[config.mk]
export PLATFORM = sky130hd
export DESIGN_NAME = fpwi_sequencer
export DESIGN_NICKNAME = d
export VERILOG_FILES = /design/src/design/fpwi_pkg.sv /design/src/design/fpwi_sequencer.sv
export VERILOG_INCLUDE_DIRS = /design/src /design/src/design
export SDC_FILE = /design/constraint.sdc
export NUM_CORES = 1
export LEC_CHECK = 0
export ABC_CLOCK_PERIOD_IN_PS = 2700
export BUFFER_PORTS_ARGS = -buffer_cell sky130_fd_sc_hd__buf_2
export CORE_AREA = 3 3 180 182
export CTS_CLUSTER_SIZE = 28
export DETAILED_ROUTE_END_ITERATION = 6
export DIE_AREA = 0 0 183 185
export HOLD_SLACK_MARGIN = 0.02
export PLACE_DENSITY_LB_ADDON = 0.12
export SYNTH_ARGS = -nofsm -noshare
export SYNTH_HDL_FRONTEND = slang
export SYNTH_SLANG_ARGS = --single-unit
[constraint.sdc]
create_clock -name clk -period 2.7 [get_ports clk]
set_clock_uncertainty 0.2 [all_clocks]
set_input_delay 0.135 -clock clk [delete_from_list [all_inputs] [get_ports clk]]
set_output_delay 0.135 -clock clk [all_outputs]
set_load 0.02 [all_outputs]
[src/design/fpwi_defines.svh]
/*
 Timing counts and field values for the power-up write-inhibit sequencer.
 Assumes a 200 MHz clock; included by bare name.
*/
`ifndef FPWI_DEFINES_SVH
`define FPWI_DEFINES_SVH
`define FPWI_CLK_MHZ          200
`define FPWI_INHIBIT_US       10000
`define FPWI_INHIBIT_CYC      (`FPWI_INHIBIT_US * `FPWI_CLK_MHZ)
`define FPWI_SELECT_US        30
`define FPWI_SELECT_CYC       (`FPWI_SELECT_US * `FPWI_CLK_MHZ)
`define FPWI_CNT_W            21
`define FPWI_STATUS_DELIVERED 8'h00
`define FPWI_ERASED_BYTE      8'hFF
`define FPWI_LOCK_RESET       2'h0
`define FPWI_SECTORS          64
`endif

[src/design/fpwi_pkg.sv]
/*
 Types for the power-up write-inhibit sequencer.
 Assumes no surrounding context.
*/
package fpwi_pkg;
   typedef enum logic [2:0] {
      FPWI_OFF      = 3'b001,
      FPWI_STANDBY  = 3'b010,
      FPWI_DEEP_PD  = 3'b100
   } fpwi_mode_e;

   // One decoded instruction, valid for one cycle
   typedef struct packed {
      logic valid;
      logic write_enable_cmd;
      logic page_program_cmd;
      logic dual_input_program_cmd;
      logic otp_program_cmd;
      logic subsector_erase_cmd;
      logic sector_erase_cmd;
      logic bulk_erase_cmd;
      logic status_write_cmd;
      logic lock_write_cmd;
      logic powerdown_release_cmd;
      logic powerdown_enter_cmd;
      logic read_cmd;
   } fpwi_cmd_s;

   typedef struct packed {
      logic write_lock;
      logic lock_down;
   } fpwi_lock_s;
endpackage

[src/design/fpwi_sequencer.sv]
/*
 Power-up / power-down sequencer for a serial flash: gates decoded
 instructions, times the write-inhibit and select-after-supply delays,
 and holds the power-up state of mode, status flags and sector locks.
 Assumes rst_b is the supply-detect reset and that instructions arrive
 already decoded and synchronous to clk.
 Timer and mode outputs mirror the state that gates commands.
*/
`timescale 1ns/100ps
`include "fpwi_defines.svh"
module fpwi_sequencer #(
   parameter int unsigned INHIBIT_CYCLES = `FPWI_INHIBIT_CYC,
   parameter int unsigned SELECT_CYCLES  = `FPWI_SELECT_CYC
) (
   input  wire logic                       clk,
   input  wire logic                       rst_b,
   input  wire logic                       supply_ok,
   input  wire fpwi_pkg::fpwi_cmd_s        cmd_in,
   input  wire logic                       cycle_done,
   input  wire logic [5:0]                 lock_sel,
   input  wire fpwi_pkg::fpwi_lock_s       lock_wdata,
   output logic                            write_inhibit,
   output logic                            select_ready,
   output logic                            standby,
   output logic                            deep_powerdown,
   output logic                            write_enable_latch,
   output logic                            write_in_progress_flag,
   output logic [7:0]                      status_value,
   output fpwi_pkg::fpwi_lock_s            lock_rdata,
   output fpwi_pkg::fpwi_cmd_s             cmd_out
);
   logic [`FPWI_CNT_W-1:0]   inh_cnt_reg;
   logic [`FPWI_CNT_W-1:0]   sel_cnt_reg;
   logic                     inhibit_reg;
   logic                     sel_ready_reg;
   fpwi_pkg::fpwi_mode_e     mode_reg;
   fpwi_pkg::fpwi_mode_e     mode_next;
   logic                     wel_reg;
   logic                     wip_reg;
   fpwi_pkg::fpwi_lock_s     lock_reg [`FPWI_SECTORS];
   fpwi_pkg::fpwi_cmd_s      cmd_reg;
   fpwi_pkg::fpwi_lock_s     lock_rd_reg;

   // Instructions blocked by the inhibit window
   function automatic logic is_modify(input fpwi_pkg::fpwi_cmd_s c);
      is_modify = c.write_enable_cmd | c.page_program_cmd | c.dual_input_program_cmd |
                  c.otp_program_cmd | c.subsector_erase_cmd | c.sector_erase_cmd |
                  c.bulk_erase_cmd | c.status_write_cmd | c.lock_write_cmd;
   endfunction

   wire live        = supply_ok;
   wire in_deep     = (mode_reg == fpwi_pkg::FPWI_DEEP_PD);
   wire cmd_modify  = is_modify(cmd_in);
   wire modify_ok   = cmd_in.valid & cmd_modify & ~inhibit_reg & ~in_deep;
   wire read_ok     = cmd_in.valid & cmd_in.read_cmd & sel_ready_reg & ~in_deep;
   wire release_ok  = cmd_in.valid & cmd_in.powerdown_release_cmd & in_deep;
   // Deep entry needs an idle, selectable device
   wire enter_ok    = cmd_in.valid & cmd_in.powerdown_enter_cmd & ~in_deep & ~wip_reg & sel_ready_reg;
   wire pass        = live & (modify_ok | read_ok | release_ok | enter_ok);
   // program start takes the latch and sets busy
   wire program_go  = modify_ok & wel_reg & ~wip_reg & ~cmd_in.write_enable_cmd;
   wire lock_go     = live & modify_ok & wel_reg & ~wip_reg & cmd_in.lock_write_cmd;
   // inhibit ends at the programmed count
   wire inhibit_done   = (inh_cnt_reg >= `FPWI_CNT_W'(INHIBIT_CYCLES - 1));
   wire inhibit_next   = inhibit_reg & ~inhibit_done;
   // Select delay restarts whenever supply drops
   wire sel_done       = (sel_cnt_reg >= `FPWI_CNT_W'(SELECT_CYCLES - 1));
   wire sel_ready_next = live & (sel_ready_reg | sel_done);
   // mode flags as the mode register will hold them
   wire standby_next   = (mode_next == fpwi_pkg::FPWI_STANDBY);
   wire deep_next      = (mode_next == fpwi_pkg::FPWI_DEEP_PD);

   // Power mode; supply loss always drops to off
   always_comb begin
      mode_next = mode_reg;
      case (mode_reg)
         fpwi_pkg::FPWI_OFF:     mode_next = fpwi_pkg::FPWI_STANDBY;
         fpwi_pkg::FPWI_STANDBY: if (live & enter_ok) mode_next = fpwi_pkg::FPWI_DEEP_PD;
         fpwi_pkg::FPWI_DEEP_PD: if (live & release_ok) mode_next = fpwi_pkg::FPWI_STANDBY;
         default:                mode_next = fpwi_pkg::FPWI_STANDBY;
      endcase
      if (!live) begin
         mode_next = fpwi_pkg::FPWI_OFF;
      end
   end

   always_ff @(posedge clk or negedge rst_b) begin
      if (!rst_b) begin
         inh_cnt_reg <= '0;
         inhibit_reg <= 1'b1;
      end else if (inhibit_reg) begin
         if (inhibit_done) begin
            inhibit_reg <= 1'b0;
         end else begin
            inh_cnt_reg <= inh_cnt_reg + 1'b1;
         end
      end
   end

   // Select-after-supply timer restarts on supply loss
   always_ff @(posedge clk or negedge rst_b) begin
      if (!rst_b) begin
         sel_cnt_reg   <= '0;
         sel_ready_reg <= 1'b0;
      end else if (!live) begin
         sel_cnt_reg   <= '0;
         sel_ready_reg <= 1'b0;
      end else if (!sel_ready_reg) begin
         if (sel_done) begin
            sel_ready_reg <= 1'b1;
         end else begin
            sel_cnt_reg <= sel_cnt_reg + 1'b1;
         end
      end
   end

   always_ff @(posedge clk or negedge rst_b) begin
      if (!rst_b) begin
         mode_reg <= fpwi_pkg::FPWI_OFF;
      end else begin
         mode_reg <= mode_next;
      end
   end

   always_ff @(posedge clk or negedge rst_b) begin
      if (!rst_b) begin
         wel_reg <= 1'b0;
         wip_reg <= 1'b0;
      end else if (!live) begin
         wel_reg <= 1'b0;
         wip_reg <= 1'b0;
      end else begin
         if (modify_ok & cmd_in.write_enable_cmd) begin
            wel_reg <= 1'b1;
         end else if (program_go) begin
            wel_reg <= 1'b0;
         end
         if (program_go) begin
            wip_reg <= 1'b1;
         end else if (cycle_done) begin
            wip_reg <= 1'b0;
         end
      end
   end

   always_ff @(posedge clk or negedge rst_b) begin
      if (!rst_b) begin
         for (int i = 0; i < `FPWI_SECTORS; i++) begin
            lock_reg[i] <= `FPWI_LOCK_RESET;
         end
      end else if (lock_go & ~lock_reg[lock_sel].lock_down) begin
         lock_reg[lock_sel] <= lock_wdata;
      end
   end

   always_ff @(posedge clk or negedge rst_b) begin
      if (!rst_b) begin
         cmd_reg <= '0;
      end else begin
         cmd_reg <= pass ? cmd_in : '0;
      end
   end

   always_ff @(posedge clk or negedge rst_b) begin
      if (!rst_b) begin
         lock_rd_reg <= `FPWI_LOCK_RESET;
      end else begin
         lock_rd_reg <= lock_reg[lock_sel];
      end
   end

   // timer flags equal the gating state
   always_ff @(posedge clk or negedge rst_b) begin
      if (!rst_b) begin
         write_inhibit <= 1'b1;
         select_ready  <= 1'b0;
      end else begin
         write_inhibit <= inhibit_next;
         select_ready  <= sel_ready_next;
      end
   end

   // mode flags equal the mode register
   always_ff @(posedge clk or negedge rst_b) begin
      if (!rst_b) begin
         standby        <= 1'b0;
         deep_powerdown <= 1'b0;
      end else begin
         standby        <= standby_next;
         deep_powerdown <= deep_next;
      end
   end

   always_ff @(posedge clk or negedge rst_b) begin
      if (!rst_b) begin
         write_enable_latch     <= 1'b0;
         write_in_progress_flag <= 1'b0;
      end else begin
         write_enable_latch     <= wel_reg;
         write_in_progress_flag <= wip_reg;
      end
   end

   // status byte, latch in bit 1, busy in bit 0
   always_ff @(posedge clk or negedge rst_b) begin
      if (!rst_b) begin
         status_value <= `FPWI_STATUS_DELIVERED;
      end else begin
         status_value <= {6'h00, wel_reg, wip_reg};
      end
   end

   assign cmd_out    = cmd_reg;
   assign lock_rdata = lock_rd_reg;
endmodule

==> results.cfg <==
[status]
status = finished clean

[floorplanning]
pin_count = 54
die_area_um2 = 33860
die_y_um = 185
core_um2 = 30750
start_util_pct = 30.11
die_w_um = 183
rows = 64

[synthesis]
ys_types = 71
async_flop_share_pct = 100.0
synth-seq-cells = 196
synth_top_area_share_pct = 52.43
synth_ff_type = dfrtp_1
syn_area_um2 = 9260
synth_commonest_cells = 194 x dfrtp_1, 85 x nand2_1, 61 x mux2_2
synth.avg_cell_area_um2 = 11.63
synth-warning-count = 0
synth_seq_area_share_pct = 52.99
yosys.area.top_type = dfrtp_1
synth_area_leaders = dfrtp_1 52%, mux2_2 7.4%, nand2_1 3.4%
yosysMostFrequentCell = dfrtp_1
netlist_instances = 796
synth-edff-count = 0

[finish]
ff_latch_area_um2 = 4907
n_antenna_cell = 0
fillers = 3087
multi_input_area_um2 = 4084
nets = 930
syn2layout_area_growth_pct = 20.52
largest_register_ffs = 128
layout-drive-gt1-share_pct = 25.33

[worst_setup_path]
cp-startpoint = mode_reg[0]
cp_max_fo = 8
rr_endpoint = lock_reg[34]
arrival_ps = 2700
crit_path_start_kind = flop
crit_path_end = lock_reg[34]
r2r_slack_ps = 160
r2r_cells = 6
critPathKind = flop to flop
r2r-start = mode_reg[0]
critPathRequiredTime_ps = 2850
worstSetupEndpointType = flop

[global_routing]
grt_max_degree = 67
grt_pass1_vias = 6741
grt_overflow = 0
antenna_found_initial = 0
grt_pass1_wl_um = 40140
grt_usage_pct = 15.46

[power_and_ir_drop]
finalPower_uw = 6188
peakVddDrop_mv = 0.4323
p_per_area_nw_per_um2 = 554.5
leakage_uw = 0.005328

[timing]
finalSetupViolCount = 0
fin_crit_sh_pct = 94.24
tightestPinTransition_ps = 726.6
clock.fmax_mhz = 393.0
hold_violations = 0
slew_headroom_pct = 51.56
setup_tns_ps = 0
fin_crit_ps = 2544
slew_violations = 0
rsz0062_at_grt = no

[route]
drt-initial-drc-count = 326
wl_per_cell_um = 19.06
drc = 0
vias = 6479
wirelength_um = 25010
antenna_left = 0
viasPerCell = 4.938
dr.pass1.iters = 5

[clock_tree]
cts_buffers = 17
clk_pin_slew_worst_paths_ps = 80
cts_max_level = 4
cts_tree = yes
clkLatencyLatePin_ps = 450
cts_buffer_depth = 2
root_buffer = clkbuf_16
cts_setup_buffers = 0
clock-sinks = 196

[placement]
place.gp.congestion = 0.7691
port-buffer-count = 47
hpwl_um = 17330

[worst_hold_path]
hold_path.class = primary input to async pin

[flow_run]
cap_violations = 0
what timing repair did:
item	in CTS	in global routing
endpoints found under the hold margin	215	0
hold buffers	19	0
setup endpoints to repair	0	1
gates resized for setup	0	1
critical path, cell delays in order (launching register included):
cell,delay (ps)
dfstp_2,570
nor3b_1,90
nor3b_2,250
and4_1,400
and2_1,330
nand3b_1,370
o21bai_1,240
routing by layer:
layer | up-vias | track usage [%] | share of wire [%]
li1 | 3094 | - | -
met1 | 3260 | 22.27 | 50
met2 | 111 | 24.20 | 46
met3 | 14 | 3.181 | 3.7
met4 | 0 | 3.291 | 0.77
met5 | - | 0 | 0
logic make-up (layout without fill, tap and decap cells):
group                    count (synthesis)  count (layout)  share of synthesized area [%]
AND/OR/NAND/NOR                        269             269                          15.90
multiplexers                           106             106                          13.71
adder cells (fa/ha/maj)                  2               2                         0.2702
XOR/XNOR                                26              26                          2.459
AO/OA/AOI/OAI                          141             141                          11.44
other                                    1               6                        0.04050
buffers and inverters                   55             170                          3.175
flip-flops                             196             196                          52.99
cells in the final DEF, fill, tap and decap left out, drive strengths merged, types with 7 or more instances in the layout:
master       synthesis  layout
xnor2               19      19
mux2                74      74
a22oi                7       7
clkinv               0       8
mux2i               23      23
nor2                42      42
nand3               18      18
nor2b                7       7
nor3                17      17
and3                 9       9
nand2               85      85
o21bai              40      40
nand2b               8       8
dlygate4sd3          0      19
and2                30      30
a31oi                9       9
a41o                17      17
dfrtp              194     194
nand3b              10      10
xor2                 7       7
a21o                 8       8
nand4               12      12
inv                  7      13
clkbuf              20      18
mux4                 9       9
o21ai               11      11
a21oi               11      11
buf                 28     111
report_power, final:
group | internal (µW) | total [µW] | switching [µW]
clock | 1370 | 2740 | 1370
sequential | 2970 | 2990 | 22.1
combinational | 161 | 456 | 294
total | 4510 | 6190 | 1680
how the worst min path moves through the flow:
stage / startpoint / end / slack (ps) / cells past startpoint
final: rst_b / lock_reg[92] / 40 / 2
after global routing: rst_b / lock_reg[92] / 90 / 2
after CTS: cmd_in[12] / cmd_out[12] / 20 / 3
after detailed placement: rst_b / lock_reg[84] / -20 / 1
after global placement: rst_b / lock_reg[84] / -30 / 1
after floorplan: rst_b / cmd_out[0] / -360 / 0
layout make-up:
type                            instances  share of cell area, %
Sequential cell                       196                  43.97
Multi-Input combinational cell        550                  36.59
Timing Repair Buffer                  131                  8.935
Tap cell                              396                  4.439
Clock buffer                           17                  3.812
Clock inverter                         15                  2.018
Inverter                                7                 0.2354
metrics by stage:
stage          hold WS (ps)  instance area, µm²  util (%)  worst slack, ps  cells
2_1_floorplan        -360.6                9279         -            346.9    801
3_3_place_gp         -25.31               10310     33.54            78.54   1261
3_5_place_dp         -23.93               10310     33.54            86.17   1261
4_1_cts               20.12               11150     36.28            124.3   1312
5_1_grt               92.12               11160     36.30            36.62   1312
6_report              36.41               11160     36.30            155.5   1312
No activity file was read; power rests on OpenSTA's default activity.
